**config.mk**
```make
export PLATFORM = sky130hd
export DESIGN_NAME = ookmpc_top
export DESIGN_NICKNAME = d
export VERILOG_FILES = /design/src/design/ookmpc_pkg.sv /design/src/design/ookmpc_bw_lut.sv /design/src/design/ookmpc_commit.sv /design/src/design/ookmpc_top.sv
export SDC_FILE = /design/constraint.sdc
export NUM_CORES = 1
export LEC_CHECK = 0
export BUFFER_PORTS_ARGS = -buffer_cell sky130_fd_sc_hd__buf_2
export CAP_MARGIN = 40
export CELL_PAD_IN_SITES_DETAIL_PLACEMENT = 1
export CELL_PAD_IN_SITES_GLOBAL_PLACEMENT = 2
export CORE_ASPECT_RATIO = 0.7
export CORE_MARGIN = 2
export CORE_UTILIZATION = 33
export CTS_CLUSTER_SIZE = 25
export DETAILED_ROUTE_END_ITERATION = 7
export GPL_TIMING_DRIVEN = 1
export HOLD_SLACK_MARGIN = 0.06
export PLACE_DENSITY_LB_ADDON = 0.1
export RECOVER_POWER = 25
export SETUP_SLACK_MARGIN = 0.3
export SYNTH_ARGS = -nofsm -noshare
export SYNTH_HDL_FRONTEND = slang
export SYNTH_HIERARCHICAL = 1
export SYNTH_SLANG_ARGS = --single-unit
export TNS_END_PERCENT = 5
```
**constraint.sdc**
```tcl
create_clock -name clk_i -period 3.1 [get_ports clk_i]
set_clock_uncertainty 0.05 [all_clocks]
set_input_delay 0.155 -clock clk_i [delete_from_list [all_inputs] [get_ports clk_i]]
set_output_delay 0.155 -clock clk_i [all_outputs]
set_load 0.01 [all_outputs]
```
**src/design/ookmpc_pkg.sv**
```systemverilog
package ookmpc_pkg;

  // Bus and field widths
  localparam int ADDR_W = 8;
  localparam int DATA_W = 8;
  localparam int OSR_W  = 11;
  localparam int NCO_W  = 20;
  localparam int GAIN_W = 11;
  localparam int BW_W   = 13;

  // Register offsets
  localparam logic [7:0] OFS_FILTER   = 8'h1c;
  localparam logic [7:0] OFS_OSR      = 8'h20;
  localparam logic [7:0] OFS_OFF_HIGH = 8'h21;
  localparam logic [7:0] OFS_OFF_MID  = 8'h22;
  localparam logic [7:0] OFS_OFF_LOW  = 8'h23;
  localparam logic [7:0] OFS_GAIN_HI  = 8'h24;
  localparam logic [7:0] OFS_GAIN_LO  = 8'h25;
  localparam logic [7:0] OFS_MOD_ONE  = 8'h70;
  localparam logic [7:0] OFS_MOD_TWO  = 8'h71;
  localparam logic [7:0] OFS_STATUS   = 8'h72;

  // Field positions
  localparam int SKIP_BIT    = 7;
  localparam int EXP_MSB     = 6;
  localparam int EXP_LSB     = 4;
  localparam int SEL_MSB     = 3;
  localparam int SEL_LSB     = 0;
  localparam int MANCH_BIT   = 0;
  localparam int MODTYP_MSB  = 1;
  localparam int MODTYP_LSB  = 0;
  localparam int OSR_LO_MSB  = 7;
  localparam int OSR_LO_LSB  = 5;
  localparam int NCO_HI_MSB  = 3;
  localparam int NCO_HI_LSB  = 0;
  localparam int GAIN_HI_MSB = 2;
  localparam int ST_VALID    = 0;
  localparam int ST_OOK      = 1;
  localparam int ST_LEGAL    = 2;
  localparam int ST_OSR_PEND = 3;
  localparam int ST_NCO_PEND = 4;
  localparam int ST_GN_PEND  = 5;

  // Registers per multi-byte field
  localparam int OSR_N  = 2;
  localparam int NCO_N  = 3;
  localparam int GAIN_N = 2;

  // Modulation type code for on-off keying
  localparam logic [1:0] MOD_OOK = 2'h1;

  // Reset values
  localparam logic [7:0] RST_FILTER  = 8'h01;
  localparam logic [7:0] RST_MOD_ONE = 8'h00;
  localparam logic [7:0] RST_MOD_TWO = 8'h00;
  localparam logic [7:0] RST_RECOVER = 8'h00;

  // Bandwidth in 100 Hz units, index {skip, select}, zero is illegal
  localparam logic [31:0][BW_W-1:0] BW_TAB = {
    13'h077b, 13'h183f, 13'h168a, 13'h1444,
    13'h124c, 13'h106a, 13'h0e22, 13'h0d1b,
    13'h0000, 13'h0000, 13'h0000, 13'h0b21,
    13'h0a85, 13'h09b8, 13'h08cb, 13'h0000,
    13'h0000, 13'h0000, 13'h0000, 13'h0000,
    13'h0000, 13'h0000, 13'h0000, 13'h0000,
    13'h0563, 13'h04ff, 13'h0461, 13'h03b9,
    13'h0384, 13'h0340, 13'h02f0, 13'h0000};

endpackage

```
**src/design/ookmpc_bw_lut.sv**
```systemverilog
`timescale 1ns/1ps
module ookmpc_bw_lut
  import ookmpc_pkg::*;
(
  // Filter fields
  input  wire logic                        skip_i,
  input  wire logic [3:0]                  sel_i,
  // Lookup result
  output logic      [ookmpc_pkg::BW_W-1:0] bw_o,
  output logic                             legal_o
);

  logic [4:0] index;

  always_comb
  begin
    index   = {skip_i, sel_i};
    bw_o    = BW_TAB[index];
    legal_o = |bw_o;
  end

endmodule

```
**src/design/ookmpc_commit.sv**
```systemverilog
`timescale 1ns/1ps
module ookmpc_commit
  import ookmpc_pkg::*;
#(
  parameter int N = 2
)
(
  // Clock, reset and enable
  input  wire logic         clk_i,
  input  wire logic         rst_i,
  input  wire logic         ce_i,
  // Member writes, bit 0 is lowest address
  input  wire logic [N-1:0] wr_i,
  // Status
  output logic              commit_o,
  output logic [N-1:0]      pend_o,
  output logic              done_o
);

  typedef struct packed {
    logic [N-1:0] mask;
    logic         done;
  } ookmpc_commit_s;

  ookmpc_commit_s st;
  ookmpc_commit_s next_st;
  logic [N-1:0]   all_w;

  // Whole field written before it takes effect
  always_comb
  begin
    next_st  = st;
    all_w    = st.mask | wr_i;
    commit_o = ce_i && (|wr_i) && (&all_w);
    if (ce_i && (|wr_i))
    begin
      next_st.mask = commit_o ? '0 : all_w;
    end
    if (commit_o)
    begin
      next_st.done = 1'b1;
    end
    pend_o = st.mask;
    done_o = st.done;
  end

  always_ff @(posedge clk_i)
  begin
    if (rst_i)
    begin
      st <= '0;
    end
    else
    begin
      st <= next_st;
    end
  end

endmodule

```
**src/design/ookmpc_top.sv**
```systemverilog
// The address-and-strobe port was left to the implementer.
`timescale 1ns/1ps
// Operation
// - OOK receive is entered when the modulation type at 71h holds OOK; the code also waits until every field except 70h is programmed.
// - In OOK only rate, Manchester, filter and oversampling are used; the code drives the offset and loop gain in OOK too.
// - The Manchester enable bit at 70h turns Manchester decoding on.
// - The channel filter bandwidth is chosen by the fields at 1Ch.
// - With skip clear, codes 1 to 7 give 75.2 up to 137.9 kHz.
// - With skip set, F gives 191.5, 1-4 and 8-14 give 225.1-620.7 kHz.
// - The 11-bit oversampling ratio spans the registers at 20h and 21h.
// - At 1Ch bit 7 is skip, bits 6:4 exponent, bits 3:0 filter code.
module ookmpc_top
  import ookmpc_pkg::*;
(
  // Clock, reset, enable
  input  wire logic                          clk_i,
  input  wire logic                          rst_i,
  input  wire logic                          ce_i,
  // Register port
  input  wire logic [ookmpc_pkg::ADDR_W-1:0] addr_i,
  input  wire logic [ookmpc_pkg::DATA_W-1:0] wr_data_i,
  input  wire logic                          wr_i,
  input  wire logic                          rd_i,
  output logic      [ookmpc_pkg::DATA_W-1:0] rd_data_o,
  // Modem settings
  output logic                               config_valid_o,
  output logic                               ook_active_o,
  output logic                               manch_en_o,
  output logic                               skip_o,
  output logic      [2:0]                    dec_exp_o,
  output logic      [3:0]                    filter_sel_o,
  output logic      [ookmpc_pkg::BW_W-1:0]   bw_o,
  output logic                               bw_legal_o,
  output logic      [ookmpc_pkg::OSR_W-1:0]  osr_o,
  output logic      [ookmpc_pkg::NCO_W-1:0]  nco_o,
  output logic      [ookmpc_pkg::GAIN_W-1:0] gain_o
);

  typedef struct packed {
    logic [DATA_W-1:0] filter;
    logic [DATA_W-1:0] mod_one;
    logic [DATA_W-1:0] mod_two;
    logic [DATA_W-1:0] osr_hi;
    logic [DATA_W-1:0] off_hi;
    logic [DATA_W-1:0] off_mid;
    logic [DATA_W-1:0] off_lo;
    logic [DATA_W-1:0] gain_hi;
    logic [DATA_W-1:0] gain_lo;
    logic [OSR_W-1:0]  osr;
    logic [NCO_W-1:0]  nco;
    logic [GAIN_W-1:0] gain;
    logic              filter_set;
    logic              mod_set;
    logic [DATA_W-1:0] rd_data;
    logic              cfg_valid;
    logic              ook;
    logic              manch;
    logic              skip;
    logic [2:0]        dec_exp;
    logic [3:0]        sel;
    logic [BW_W-1:0]   bw;
    logic              legal;
    logic [OSR_W-1:0]  osr_out;
    logic [NCO_W-1:0]  nco_out;
    logic [GAIN_W-1:0] gain_out;
  } ookmpc_top_s;

  ookmpc_top_s        st;
  ookmpc_top_s        next_st;
  logic               wr_en;
  logic [OSR_N-1:0]   osr_wr;
  logic [NCO_N-1:0]   nco_wr;
  logic [GAIN_N-1:0]  gain_wr;
  logic               osr_commit;
  logic               nco_commit;
  logic               gain_commit;
  logic [OSR_N-1:0]   osr_pend;
  logic [NCO_N-1:0]   nco_pend;
  logic [GAIN_N-1:0]  gain_pend;
  logic               osr_done;
  logic               nco_done;
  logic               gain_done;
  logic [DATA_W-1:0]  filter_nx;
  logic [BW_W-1:0]    lut_bw;
  logic               lut_legal;

  // Member strobes of each multi-byte field
  always_comb
  begin
    wr_en   = ce_i && wr_i;
    filter_nx = (wr_en && addr_i == OFS_FILTER) ? wr_data_i : st.filter;
    osr_wr  = {wr_en && addr_i == OFS_OFF_HIGH,
               wr_en && addr_i == OFS_OSR};
    nco_wr  = {wr_en && addr_i == OFS_OFF_LOW,
               wr_en && addr_i == OFS_OFF_MID,
               wr_en && addr_i == OFS_OFF_HIGH};
    gain_wr = {wr_en && addr_i == OFS_GAIN_LO,
               wr_en && addr_i == OFS_GAIN_HI};
  end

  ookmpc_commit #(.N(OSR_N)) u_osr_commit (
    .clk_i    (clk_i),
    .rst_i    (rst_i),
    .ce_i     (ce_i),
    .wr_i     (osr_wr),
    .commit_o (osr_commit),
    .pend_o   (osr_pend),
    .done_o   (osr_done)
  );

  ookmpc_commit #(.N(NCO_N)) u_nco_commit (
    .clk_i    (clk_i),
    .rst_i    (rst_i),
    .ce_i     (ce_i),
    .wr_i     (nco_wr),
    .commit_o (nco_commit),
    .pend_o   (nco_pend),
    .done_o   (nco_done)
  );

  ookmpc_commit #(.N(GAIN_N)) u_gain_commit (
    .clk_i    (clk_i),
    .rst_i    (rst_i),
    .ce_i     (ce_i),
    .wr_i     (gain_wr),
    .commit_o (gain_commit),
    .pend_o   (gain_pend),
    .done_o   (gain_done)
  );

  ookmpc_bw_lut u_bw_lut (
    .skip_i  (filter_nx[SKIP_BIT]),
    .sel_i   (filter_nx[SEL_MSB:SEL_LSB]),
    .bw_o    (lut_bw),
    .legal_o (lut_legal)
  );

  always_comb
  begin
    next_st = st;
    if (ce_i)
    begin
      // Register writes
      if (wr_i)
      begin
        if (addr_i == OFS_FILTER)
        begin
          next_st.filter     = wr_data_i;
          next_st.filter_set = 1'b1;
        end
        else if (addr_i == OFS_OSR)
          next_st.osr_hi = wr_data_i;
        else if (addr_i == OFS_OFF_HIGH)
          next_st.off_hi = wr_data_i;
        else if (addr_i == OFS_OFF_MID)
          next_st.off_mid = wr_data_i;
        else if (addr_i == OFS_OFF_LOW)
          next_st.off_lo = wr_data_i;
        else if (addr_i == OFS_GAIN_HI)
          next_st.gain_hi = wr_data_i;
        else if (addr_i == OFS_GAIN_LO)
          next_st.gain_lo = wr_data_i;
        else if (addr_i == OFS_MOD_ONE)
          next_st.mod_one = wr_data_i;
        else if (addr_i == OFS_MOD_TWO)
        begin
          next_st.mod_two = wr_data_i;
          next_st.mod_set = 1'b1;
        end
      end
      // Register reads, data stand one cycle
      next_st.rd_data = '0;
      if (rd_i)
      begin
        if (addr_i == OFS_FILTER)
          next_st.rd_data = st.filter;
        else if (addr_i == OFS_OSR)
          next_st.rd_data = st.osr_hi;
        else if (addr_i == OFS_OFF_HIGH)
          next_st.rd_data = st.off_hi;
        else if (addr_i == OFS_OFF_MID)
          next_st.rd_data = st.off_mid;
        else if (addr_i == OFS_OFF_LOW)
          next_st.rd_data = st.off_lo;
        else if (addr_i == OFS_GAIN_HI)
          next_st.rd_data = st.gain_hi;
        else if (addr_i == OFS_GAIN_LO)
          next_st.rd_data = st.gain_lo;
        else if (addr_i == OFS_MOD_ONE)
          next_st.rd_data = st.mod_one;
        else if (addr_i == OFS_MOD_TWO)
          next_st.rd_data = st.mod_two;
        else if (addr_i == OFS_STATUS)
        begin
          next_st.rd_data[ST_VALID]    = st.cfg_valid;
          next_st.rd_data[ST_OOK]      = st.ook;
          next_st.rd_data[ST_LEGAL]    = st.legal;
          next_st.rd_data[ST_OSR_PEND] = |osr_pend;
          next_st.rd_data[ST_NCO_PEND] = |nco_pend;
          next_st.rd_data[ST_GN_PEND]  = |gain_pend;
        end
      end
      if (osr_commit)
        next_st.osr = {next_st.osr_hi,
                       next_st.off_hi[OSR_LO_MSB:OSR_LO_LSB]};
      // Offset applies after all three bytes
      if (nco_commit)
        next_st.nco = {next_st.off_hi[NCO_HI_MSB:NCO_HI_LSB],
                       next_st.off_mid, next_st.off_lo};
      // Loop gain applies after both bytes
      if (gain_commit)
        next_st.gain = {next_st.gain_hi[GAIN_HI_MSB:0],
                        next_st.gain_lo};
      // Nothing used until every field except 70h programmed
      next_st.cfg_valid = next_st.filter_set && next_st.mod_set &&
                          (osr_done || osr_commit) &&
                          (nco_done || nco_commit) &&
                          (gain_done || gain_commit);
      // OOK mode from the modulation type
      next_st.ook = next_st.cfg_valid &&
        next_st.mod_two[MODTYP_MSB:MODTYP_LSB] == MOD_OOK;
      // Settings reach the modem only in OOK mode, offset and loop gain included
      next_st.manch    = '0;
      next_st.skip     = '0;
      next_st.dec_exp  = '0;
      next_st.sel      = '0;
      next_st.bw       = '0;
      next_st.legal    = '0;
      next_st.osr_out  = '0;
      next_st.nco_out  = '0;
      next_st.gain_out = '0;
      if (next_st.ook)
      begin
        next_st.manch    = next_st.mod_one[MANCH_BIT];
        next_st.skip     = next_st.filter[SKIP_BIT];
        next_st.dec_exp  = next_st.filter[EXP_MSB:EXP_LSB];
        next_st.sel      = next_st.filter[SEL_MSB:SEL_LSB];
        next_st.bw       = lut_bw;
        next_st.legal    = lut_legal;
        next_st.osr_out  = next_st.osr;
        next_st.nco_out  = next_st.nco;
        next_st.gain_out = next_st.gain;
      end
    end
  end

  always_ff @(posedge clk_i)
  begin
    if (rst_i)
    begin
      st         <= '0;
      st.filter  <= RST_FILTER;
      st.mod_one <= RST_MOD_ONE;
      st.mod_two <= RST_MOD_TWO;
      st.osr_hi  <= RST_RECOVER;
      st.off_hi  <= RST_RECOVER;
      st.off_mid <= RST_RECOVER;
      st.off_lo  <= RST_RECOVER;
      st.gain_hi <= RST_RECOVER;
      st.gain_lo <= RST_RECOVER;
    end
    else
    begin
      st <= next_st;
    end
  end

  assign rd_data_o      = st.rd_data;
  assign config_valid_o = st.cfg_valid;
  assign ook_active_o   = st.ook;
  assign manch_en_o     = st.manch;
  assign skip_o         = st.skip;
  assign dec_exp_o      = st.dec_exp;
  assign filter_sel_o   = st.sel;
  assign bw_o           = st.bw;
  assign bw_legal_o     = st.legal;
  assign osr_o          = st.osr_out;
  assign nco_o          = st.nco_out;
  assign gain_o         = st.gain_out;
endmodule

```
==> flow_metrics.tcl, run 1 <==
set metrics [dict create \
    maxClockFrequency_ghz 0.3848 \
    worstSetupEndpoint "bw_legal_o$_SDFFE_PP0P_" \
    drt-met1-wl_um 20060 \
    power.density_cell_area_mw_per_mm2 484.5 \
    max-cap-violations 0 \
    place_congestion 0.8603 \
    report.final.hold_viol_count 0 \
    worst-slew-pin-transition_ns 0.6343 \
    reg2reg_to "bw_legal_o$_SDFFE_PP0P_" \
    hold_path.class "in -> reg" \
    end_kind "flop" \
    drive_gt1_share_pct 19.03 \
    worst-endpoint-required_ns 3.47 \
    initial_utilization_pct 33.48 \
    rsz0062_at_grt "no" \
    type_of_the_worst_setup_path "in -> reg" \
    worst_setup_path_startpoint "addr_i[6]" \
    dr_wl_met3_um 1995 \
    slew-limit-headroom_pct 57.27 \
    path_clk_slew_ns 0.06 \
    cts_max_level 1 \
    fp-row-count 54 \
    number_of_buffers_inserted_during_clock_tree_synthesis 24 \
    fin_cells 1724 \
    cts_root_buf "sky130_fd_sc_hd__clkbuf_16" \
    finalSetupViolCount 0 \
    synth.most_common_cell "sky130_fd_sc_hd__dfxtp_1" \
    internal-power_uw 4487 \
    syn_area_per_cell_sq_um 8.505 \
    syn_inst_count 1226 \
    final_max_slew_viol_count 0 \
    remaining_drc_errors 0 \
    ys_dominant_reg_cell "sky130_fd_sc_hd__dfxtp_1" \
    crit_arrival_ns 2.97 \
    synth-edff-count 0 \
    worst_ir_drop_vdd_mv 0.3198 \
    synth_fa_ha_area_share_pct 0.9599 \
    gr-total-overflow 0 \
    postSynthNetCount 1255 \
    main_combinational_cell_family_by_area_after_synthesis "compound AO/OA/AOI/OAI gates" \
    synth_commonest_cells "sky130_fd_sc_hd__dfxtp_1 (201), sky130_fd_sc_hd__nand2_1 (170), sky130_fd_sc_hd__nor2_1 (96)" \
    worstRegToRegCells 10 \
    crit-reg2reg-launch "st[184]$_SDFFE_PP0P_" \
    design.core.area_sq_mm 0.03115 \
    power_switching_share_pct 24.12 \
    run_status "finished clean" \
    dr_total_vias 9242 \
    detailedPlace.worstSlack_ns -0.04470 \
    flow.area_growth_from_synthesis_pct 17.04 \
    synth_area_leader_cell "sky130_fd_sc_hd__dfxtp_1" \
    synth-seq-cells 201 \
    postRouteAntennaNets 0 \
    fin_ws_ns 0.5013 \
    port_buffers 95 \
    share_clk_of_total_power_pct 51.1 \
    crit_path_max_fanout 6 \
    drtPass1Iterations 5 \
    final_nets 1315 \
    synth.cell_area_sq_mm 0.01043 \
    route.detailed.wl_per_inst_um 22.73 \
    fin_util_pct 39.18 \
    netlist_top_cells_area "sky130_fd_sc_hd__dfxtp_1 (39%), sky130_fd_sc_hd__mux2i_1 (6.2%), sky130_fd_sc_hd__nand2_1 (6.1%), sky130_fd_sc_hd__buf_4 (5.3%), sky130_fd_sc_hd__a21oi_1 (4.3%)" \
    final_min_period_over_clock_period_pct 83.83 \
    synth-compound-area-share_pct 21.91 \
    place.detailed.instances 1674 \
    first_global_vias 9201 \
    yosys_warnings 6 \
    p_switching_uw 1426 \
    critPathLaunchType "input port" \
    portion_of_total_power_attributed_to_sequential_cells_pct 43.7 \
    yosys.area_share.simple_pct 18.98 \
    hpwl_um 28160 \
    synth_xor_xnor_area_share_pct 0 \
    grt_antenna_before_repair 1 \
    grt_start_max_net_pins 66 \
    synth.mux.area_fraction_pct 9.839 \
    synth_seq_area_share_pct 38.59 \
    dr.first_iter.drc_count 598 \
    fp.dieArea_sq_mm 0.03306 \
    grt_pass1_wl_um 59910 \
    gr-usage-all-layers_pct 23.61 \
    asyncSetResetFlopFracSynth_pct 0 \
    ff2ff_setup_slack_ns 0.68 \
    via_per_inst 5.361 \
    tritoncts_clock_tree "done" \
    top_signal_layer_used "met4" \
    max-clock-path-buffers 3 \
    layout_min_cycle_time_ns 2.599 \
    met2WireLength_um 16580 \
    dieWidth_um 216.5 \
    synthDistinctLibCells 82 \
    clock_latency_ns 0.54 \
    post_cts_resize_count 0 \
    number_of_placed_i_o_pins 96 \
    die_h_um 152.7 \
    leakage_uw 0.004343 \
    post-synth-top-area-fraction_pct 38.59 \
    detailed_route_wire_length_um 39190 \
    clock-sinks 201 \
    power_frac_comb_pct 5.2 \
]
[registers in the layout (all words and copies together) (netlist names), 2 cells and up]
name                  flops
bw_o                     13
dec_exp_o                 3
filter_sel_o              4
gain_o                   11
nco_o                    20
osr_o                    11
rd_data_o                 8
st                      116
u_gain_commit/pend_o      2
u_nco_commit/pend_o       3
u_osr_commit/pend_o       2
[through the flow]
step                total power [uW]  TNS (ns)  area, sq um  hold slack [ns]
floorplan                       2793         0        10530           0.1696
global route                    6114         0        12200           0.1085
CTS                             5994         0        12290          0.06398
finish                          5913         0        12200           0.1004
detailed placement              2941  -0.04470        11390           0.3895
global placement                2935  -0.02598        11360           0.3789
[power by group through the flow]
stage	clock network (uW)	registers, uW	logic, uW
after floorplan	0	2640	151
after global placement	0	2640	292
after detailed placement	0	2640	298
after CTS	3100	2590	304
after global routing	3200	2580	325
final	3020	2590	306
[kinds of logic after synthesis]
kind of cell | count (synthesis)
AND/OR/NAND/NOR | 412
AO/OA/AOI/OAI | 337
flip-flops | 201
buffers and inverters | 178
multiplexers | 90
adder cells (fa/ha/maj) | 8
[timing repair]
| item | in CTS | in global routing |
|---|---|---|
| endpoints found under the hold margin | 38 | 0 |
| hold buffers | 6 | 0 |
| buffers inserted | 0 | 0 |
| setup endpoints to repair | 0 | 0 |
[cell type report]
cell class | instances | area (sq um)
sequential | 201 | 4024
inverter | 17 | 68.82
clock buffer | 33 | 694.4
fill | 3663 | 18940
tap | 420 | 525.5
clock inverter | 10 | 142.6
timing repair buffer | 195 | 1252
multi-input combinational | 847 | 5494
antenna | 1 | 2.502
[worst min-delay path by stage]
stage	startpoint	end	cells past startpoint
2_1_floorplan	rst_i	u_gain_commit/done_o$_SDFFE_PP0P_	1
3_3_place_gp	osr_o[8]$_SDFFE_PP0P_	osr_o[8]$_SDFFE_PP0P_	2
3_5_place_dp	nco_o[10]$_SDFFE_PP0P_	nco_o[10]$_SDFFE_PP0P_	2
4_1_cts	wr_data_i[7]	st[150]$_SDFFE_PP0P_	4
5_1_grt	wr_data_i[3]	st[138]$_SDFFE_PP0P_	4
6_report	wr_data_i[3]	st[122]$_SDFFE_PP0P_	4
[layout by cell type (no fill, tap or decap), drive strengths merged, types with 26 or more instances in the layout]
master,instances
mux2i,66
clkbuf,100
buf,122
nand2,171
dfxtp,201
nand3,27
a21oi,93
a32o,26
nor2,98
nor2b,38
o21ai,93
[metal layers]
metal	GRT usage, %	vias to the layer above
met4	4.044	0
met3	3.553	34
met1	36.09	4576
li1	-	4415
met2	35.16	217
met5	0	-
[critical path, stage by stage]
cell	delay, ns
sky130_fd_sc_hd__buf_2	0.15
sky130_fd_sc_hd__nor4_4	0.36
sky130_fd_sc_hd__nand3_4	0.13
sky130_fd_sc_hd__nor2_4	0.30
sky130_fd_sc_hd__mux2_4	0.37
sky130_fd_sc_hd__buf_4	0.17
sky130_fd_sc_hd__ha_1	0.27
sky130_fd_sc_hd__nor2b_1	0.16
sky130_fd_sc_hd__o21ai_0	0.32
sky130_fd_sc_hd__and4_1	0.26
sky130_fd_sc_hd__nand4_1	0.09
sky130_fd_sc_hd__a32o_1	0.22
No activity file was read; power rests on OpenSTA's default activity.
==> run 2: changes to the inputs <==
==> constraint.sdc (replaced) <==
create_clock -name clk_i -period 2.3 [get_ports clk_i]
set_clock_uncertainty 0.05 [all_clocks]
set_input_delay 0.115 -clock clk_i [delete_from_list [all_inputs] [get_ports clk_i]]
set_output_delay 0.115 -clock clk_i [all_outputs]
set_load 0.01 [all_outputs]
==> run 2 against run 1 <==
  * The flow now finishes with violations (setup timing)
  * Via count rose by 4.3%
  * Largest cell class unchanged
  * Sequential power rose by 35%
  * Critical endpoint unchanged
  * Critical path depth fell by 1
  * Non-clock buffer count rose by 91
  * Sequential share of layout area fell by 3.8 points
  * Total power rose by 32%
  * Worst setup slack got worse by 0.52 ns
  * Combinational power rose by 51%
  * Hold slack got worse by 0.012 ns
  * Sequential cell count did not move
  * Die area did not move
==> flow_metrics.tcl, run 2 (same netlist as run 1, synthesis figures left out) <==
set metrics [dict create \
    critPathMostFrequentCell "sky130_fd_sc_hd__mux2_4" \
    internal-power_uw 5896 \
    clock-sinks 201 \
    final_max_slew_viol_count 0 \
    max_stage_delay_ns 0.41 \
    fin_cells 1811 \
    type_of_the_worst_setup_path "in -> reg" \
    hold_path.class "in -> reg" \
    crit_path_cell_trace "buf_6 > nor4_4 > nand3_4 > nor2_4 > mux2_4 > ha_4 > mux2_4 > o211ai_1 > and4b_1 > nand4_1 > a32o_1" \
    power_switching_share_pct 24.37 \
    worst-slew-pin-transition_ns 0.7267 \
    portion_of_total_power_attributed_to_sequential_cells_pct 44.7 \
    gr-usage-all-layers_pct 24.11 \
    via_per_inst 5.321 \
    failed_checks "setup timing" \
    largest_register "st" \
    layout_min_cycle_time_ns 2.315 \
    remaining_drc_errors 0 \
    worst_ir_drop_vdd_mv 0.4079 \
    grt_antenna_before_repair 0 \
    share_clk_of_total_power_pct 49.3 \
    fin_ws_ns -0.01484 \
    clock_latency_ns 0.55 \
    worst-endpoint-required_ns 2.69 \
    maxClockFrequency_ghz 0.4320 \
    cts_root_buf "sky130_fd_sc_hd__clkbuf_16" \
    worstSetupEndpoint "bw_legal_o$_SDFFE_PP0P_" \
    max-cap-violations 0 \
    path_clk_slew_ns 0.06 \
    hpwl_um 28880 \
    slew-limit-headroom_pct 51.55 \
    drive_gt1_share_pct 35.59 \
    number_of_fill_cells_in_the_layout 3604 \
    largest_reg_flops 116 \
    tritoncts_clock_tree "done" \
    antennaDiodeCount 0 \
    final_nets 1407 \
    power.density_cell_area_mw_per_mm2 564.3 \
    critical-path-top-delay-family "simple AND/OR/NAND/NOR gates" \
    finalSetupViolCount 1 \
    place_congestion 0.8655 \
    place.detailed.instances 1744 \
    dr.first_iter.drc_count 554 \
    port_buffers 95 \
    leakage_uw 0.005251 \
    critical_path_cell_count 11 \
    end_kind "flop" \
    crit_path_max_fanout 7 \
    slowest_cell_on_the_critical_path "sky130_fd_sc_hd__mux2_4" \
    crit-reg2reg-launch "st[185]$_SDFFE_PP0P_" \
    worst_setup_path_startpoint "addr_i[5]" \
    number_of_buffers_inserted_during_clock_tree_synthesis 25 \
    report.final.hold_viol_count 0 \
    critical_path.n_buffers_inverters 1 \
    mostFrequentLayoutCells "sky130_fd_sc_hd__dfxtp_1 (201), sky130_fd_sc_hd__nand2_1 (164), sky130_fd_sc_hd__buf_4 (144)" \
    drtPass1Iterations 5 \
    fin_hold_ws_ns 0.08841 \
    route.detailed.wl_per_inst_um 22.31 \
    dr_total_vias 9637 \
    critPathLaunchType "input port" \
    design.core.area_sq_mm 0.03115 \
    number_of_placed_i_o_pins 96 \
    crit_arrival_ns 2.70 \
    final_min_period_over_clock_period_pct 100.6 \
    gr-total-overflow 0 \
    fp.dieArea_sq_mm 0.03306 \
    mostFrequentLayoutCell "sky130_fd_sc_hd__dfxtp_1" \
    cts_max_level 1 \
    reg2reg_to "bw_legal_o$_SDFFE_PP0P_" \
    power_frac_comb_pct 5.9 \
    grt_pass1_wl_um 61000 \
    first_global_vias 9601 \
    dieWidth_um 216.5 \
    ff2ff_setup_slack_ns 0.06 \
    postRouteAntennaNets 0 \
    die_h_um 152.7 \
    worstRegToRegCells 8 \
    rsz0062_at_grt "yes" \
    flow.area_growth_from_synthesis_pct 32.49 \
    run_status "finished, violations left" \
    grt_start_max_net_pins 92 \
    fp-row-count 54 \
    detailed_route_wire_length_um 40400 \
    p_switching_uw 1900 \
    max-clock-path-buffers 3 \
    initial_utilization_pct 33.48 \
]
## run 2: cell count changes in the layout (fill, tap and decap cells not counted), sizes merged
cell         previous run  this run
buf                   122       278
clkbuf                100        36
clkinv                  5         1
bufinv                  3         1
dlygate4sd3             6         8
diode                   1         0
## run 2: worst min-delay path by stage
stage	end	slack, ns	start	cells after the start
6_report	st[137]$_SDFFE_PP0P_	0.09	wr_data_i[2]	4
3_3_place_gp	st[168]$_SDFFE_PP0P_	0.38	rst_i	2
4_1_cts	st[137]$_SDFFE_PP0P_	0.06	wr_data_i[2]	4
2_1_floorplan	u_gain_commit/done_o$_SDFFE_PP0P_	0.13	rst_i	1
5_1_grt	st[161]$_SDFFE_PP0P_	0.1	wr_data_i[2]	4
3_5_place_dp	st[168]$_SDFFE_PP0P_	0.38	rst_i	2
## run 2: layer usage
layer,up-vias,global-route usage [%],share of wire (%)
li1,4601,-,-
met1,4819,36.45,50
met2,188,36.37,44
met3,29,3.433,4.5
met4,0,4.501,1.3
met5,-,0,0
## run 2: power by group through the flow
stage / clock [uW] / sequential (uW) / combinational [uW]
5_1_grt: 4090 / 3480 / 489
3_3_place_gp: 0 / 3560 / 426
2_1_floorplan: 0 / 3560 / 208
3_5_place_dp: 0 / 3560 / 426
4_1_cts: 3940 / 3490 / 443
6_report: 3850 / 3490 / 462
## run 2: repair_timing
| action | in CTS | in global routing |
|---|---|---|
| hold buffers | 8 | 0 |
| setup endpoints to repair | 94 | 109 |
| setup buffers | 14 | 4 |
| gates resized for setup | 35 | 174 |
| hold endpoints to repair | 37 | 0 |
| gates cloned | 1 | 0 |
| pin swaps | 18 | 121 |
## run 2: cell type report
type | count | area (sq um) | area share (%)
Sequential cell | 201 | 4024 | 29.13
Multi-Input combinational cell | 847 | 6155 | 44.55
Timing Repair Buffer | 286 | 2251 | 16.29
Inverter | 17 | 81.33 | 0.5887
Clock inverter | 4 | 62.56 | 0.4528
Clock buffer | 36 | 716.9 | 5.189
Tap cell | 420 | 525.5 | 3.804
## run 2: worst register-to-register path, delay by kind of cell, from the launching register on
| kind | cells | cell delay (ns) |
|---|---|---|
| buffers and inverters | 2 | 0.34 |
| muxes | 1 | 0.27 |
| AOI/OAI and AO/OA | 2 | 0.52 |
| and+or+nand+nor | 3 | 0.46 |
| DFF | 1 | 0.50 |
## run 2: stage by stage
step / worst slack, ns / setup TNS (ns) / area, sq um / util [%] / total power (uW)
after floorplan: -0.3638 / -24.23 / 10640 / - / 3770
after global placement: -0.6981 / -55.43 / 12020 / 38.58 / 3989
after detailed placement: -0.7361 / -58.94 / 12020 / 38.58 / 3989
after CTS: 0.01001 / 0 / 13150 / 42.23 / 7866
after global routing: -0.1542 / -0.1608 / 13820 / 44.36 / 8061
final: -0.01484 / -0.01484 / 13820 / 44.36 / 7796
==> run 3: changes to the inputs <==
--- a/config.mk
+++ b/config.mk
@@ -11,7 +11,8 @@
 export CELL_PAD_IN_SITES_GLOBAL_PLACEMENT = 2
 export CORE_ASPECT_RATIO = 0.7
 export CORE_MARGIN = 2
-export CORE_UTILIZATION = 33
+export CORE_UTILIZATION = 34
+export CTS_BUF_LIST = sky130_fd_sc_hd__clkbuf_8
 export CTS_CLUSTER_SIZE = 25
 export DETAILED_ROUTE_END_ITERATION = 7
 export GPL_TIMING_DRIVEN = 1
==> run 3 against run 2 <==
  * The flow now finishes without violations
  * Sequential cell count is the same
  * Routed wire length rose by 1.1%
  * Critical path depth is 3 higher
  * Total power down 5.8%
  * Highest routed layer unchanged
  * Hold slack gained 0.023 ns
  * Via count is 2.3% higher
  * Sequential share of layout area up 1.1 points
  * Largest power group is now sequential cells
  * Global-route usage rose by 1.4 points
  * Register-to-register slack better by 0.09 ns
  * Sequential power hardly changed
  * Fmax rose by 2.2%
==> flow_metrics.tcl, run 3 (same netlist as run 1, synthesis figures left out) <==
set metrics [dict create \
    crit_path_max_fanout 5 \
    fin_util_pct 44.22 \
    dr.first_iter.drc_count 681 \
    detailedPlace.worstSlack_ns -0.6139 \
    rsz0062_at_grt "yes" \
    gr-total-overflow 0 \
    hold_path.class "in -> reg" \
    tns_ns 0 \
    dpl-instance-area_sq_mm 0.01191 \
    fp-row-count 53 \
    run_status "finished clean" \
    postRouteAntennaNets 0 \
    leakage_uw 0.005194 \
    critPathLaunchType "input port" \
    drtPass1Iterations 5 \
    route.detailed.wl_per_inst_um 22.41 \
    top_signal_layer_used "met4" \
    grt_pass1_wl_um 61240 \
    slew-limit-headroom_pct 49.18 \
    gr-usage-all-layers_pct 25.54 \
    flow.area_growth_from_synthesis_pct 27.68 \
    number_of_fill_cells_in_the_layout 3564 \
    crit_path_cell_trace "buf_8 > buf_6 > or4b_4 > nor2_4 > nand2_4 > nor3_4 > o221ai_2 > a21oi_4 > nor2_4 > a211oi_4 > and2_4 > buf_12 > clkbuf_16 > a22o_1" \
    power.density_cell_area_mw_per_mm2 551.4 \
    fp.dieArea_sq_mm 0.03211 \
    grt_antenna_before_repair 0 \
    maxClockFrequency_ghz 0.4415 \
    first_global_vias 9739 \
    final_max_slew_viol_count 0 \
    critical-path-top-delay-family "simple AND/OR/NAND/NOR gates" \
    number_of_buffers_inserted_during_clock_tree_synthesis 36 \
    slowest_cell_on_the_critical_path "sky130_fd_sc_hd__or4b_4" \
    final_min_period_over_clock_period_pct 98.47 \
    finalSetupViolCount 0 \
    port_buffers 95 \
    clock-sinks 201 \
    end_kind "flop" \
    mostFrequentLayoutCells "sky130_fd_sc_hd__dfxtp_1 (201), sky130_fd_sc_hd__nand2_1 (165), sky130_fd_sc_hd__buf_4 (155)" \
    largest_reg_flops 116 \
    type_of_the_worst_setup_path "in -> reg" \
    number_of_placed_i_o_pins 96 \
    fin_ws_ns 0.03511 \
    detailed_route_wire_length_um 40860 \
    design.core.area_sq_mm 0.03011 \
    max-clock-path-buffers 3 \
    antennaDiodeCount 0 \
    largest_register "st" \
    initial_utilization_pct 34.64 \
    remaining_drc_errors 0 \
    die_h_um 150.5 \
    met2WireLength_um 17820 \
    worst-slew-pin-transition_ns 0.7622 \
    clock_latency_ns 0.57 \
    dr_total_vias 9856 \
    grt_start_max_net_pins 139 \
    dr_wl_met3_um 1742 \
    critPathMostFrequentCell "sky130_fd_sc_hd__nor2_4" \
    path_clk_slew_ns 0.06 \
    cts_max_level 2 \
    layout_min_cycle_time_ns 2.265 \
    place_congestion 0.8332 \
    tritoncts_clock_tree "done" \
    critical_path.n_buffers_inverters 4 \
    report.final.hold_viol_count 0 \
    mostFrequentLayoutCell "sky130_fd_sc_hd__dfxtp_1" \
    via_per_inst 5.406 \
    worst-endpoint-required_ns 2.76 \
    hpwl_um 28880 \
    cts_root_buf "sky130_fd_sc_hd__clkbuf_8" \
    layout.cell_area.non_filler_sq_mm 0.01331 \
    totalPowerFinal_uw 7341 \
    dieWidth_um 213.3 \
    worst_ir_drop_vdd_mv 0.3491 \
    max_stage_delay_ns 0.56 \
    drive_gt1_share_pct 32.88 \
    max-cap-violations 0 \
    final_nets 1417 \
    crit_arrival_ns 2.72 \
    drt-met1-wl_um 20800 \
]
-- run 3: cell count changes in the layout (fill, tap and decap cells not counted), sizes merged --
cell    previous run  this run
inv               18        30
clkinv             1         4
clkbuf            36        43
buf              278       276
-- run 3: worst reg2reg max path: stages (launching register included) --
cell and delay (ns):
sky130_fd_sc_hd__dfxtp_1 0.32, sky130_fd_sc_hd__mux2_4 0.33, sky130_fd_sc_hd__inv_8 0.11, sky130_fd_sc_hd__ha_4 0.17, sky130_fd_sc_hd__or2_4 0.13, sky130_fd_sc_hd__o21ai_1 0.06
sky130_fd_sc_hd__a32o_1 0.21, sky130_fd_sc_hd__and4b_1 0.32, sky130_fd_sc_hd__nand4_1 0.12, sky130_fd_sc_hd__a32o_1 0.23
-- run 3: timing repair --
action / CTS / global route
hold buffers: 8 / 0
pin swaps: 10 / 69
cloned: 2 / 1
hold endpoints to repair: 31 / 0
resized for setup: 22 / 76
endpoints found under the setup margin: 98 / 110
buffers inserted: 12 / 14
-- run 3: path summary, 6_finish.rpt --
path                               start                       to  slack, ns  cells past startpoint
setup / recovery               addr_i[6]   nco_o[12]$_SDFFE_PP0P_       0.04                     14
hold / removal              wr_data_i[2]     st[145]$_SDFFE_PP0P_       0.11                      4
setup reg to reg    st[183]$_SDFFE_PP1P_  bw_legal_o$_SDFFE_PP0P_       0.15                      9
hold reg to reg   nco_o[11]$_SDFFE_PP0P_   nco_o[11]$_SDFFE_PP0P_       0.39                      2
-- run 3: power breakdown --
part	total, uW	switching, uW	internal, uW
Clock	3400	1620	1770
Sequential	3490	2.08	3480
Combinational	457	310	147
-- run 3: metal layers --
metal,vias up,global-route usage (%)
met1,4990,38.66
met4,0,4.514
met3,37,3.609
met2,200,38.56
met5,-,0
li1,4629,-
-- run 3: cell type report --
class	count	area, sq um	share of cell area, %
Multi-Input combinational cell	847	5783	43.44
Sequential cell	201	4024	30.22
Timing Repair Buffer	285	2221	16.68
Clock buffer	42	578.1	4.342
Tap cell	412	515.5	3.872
Clock inverter	19	111.4	0.8364
Inverter	17	81.33	0.6108
-- run 3: through the flow --
step | cells | hold slack, ns
after floorplan | 1226 | 0.1296
after detailed placement | 1725 | 0.3890
after global placement | 1725 | 0.3793
final | 1823 | 0.1109
after CTS | 1808 | 0.06126
after global routing | 1823 | 0.1134
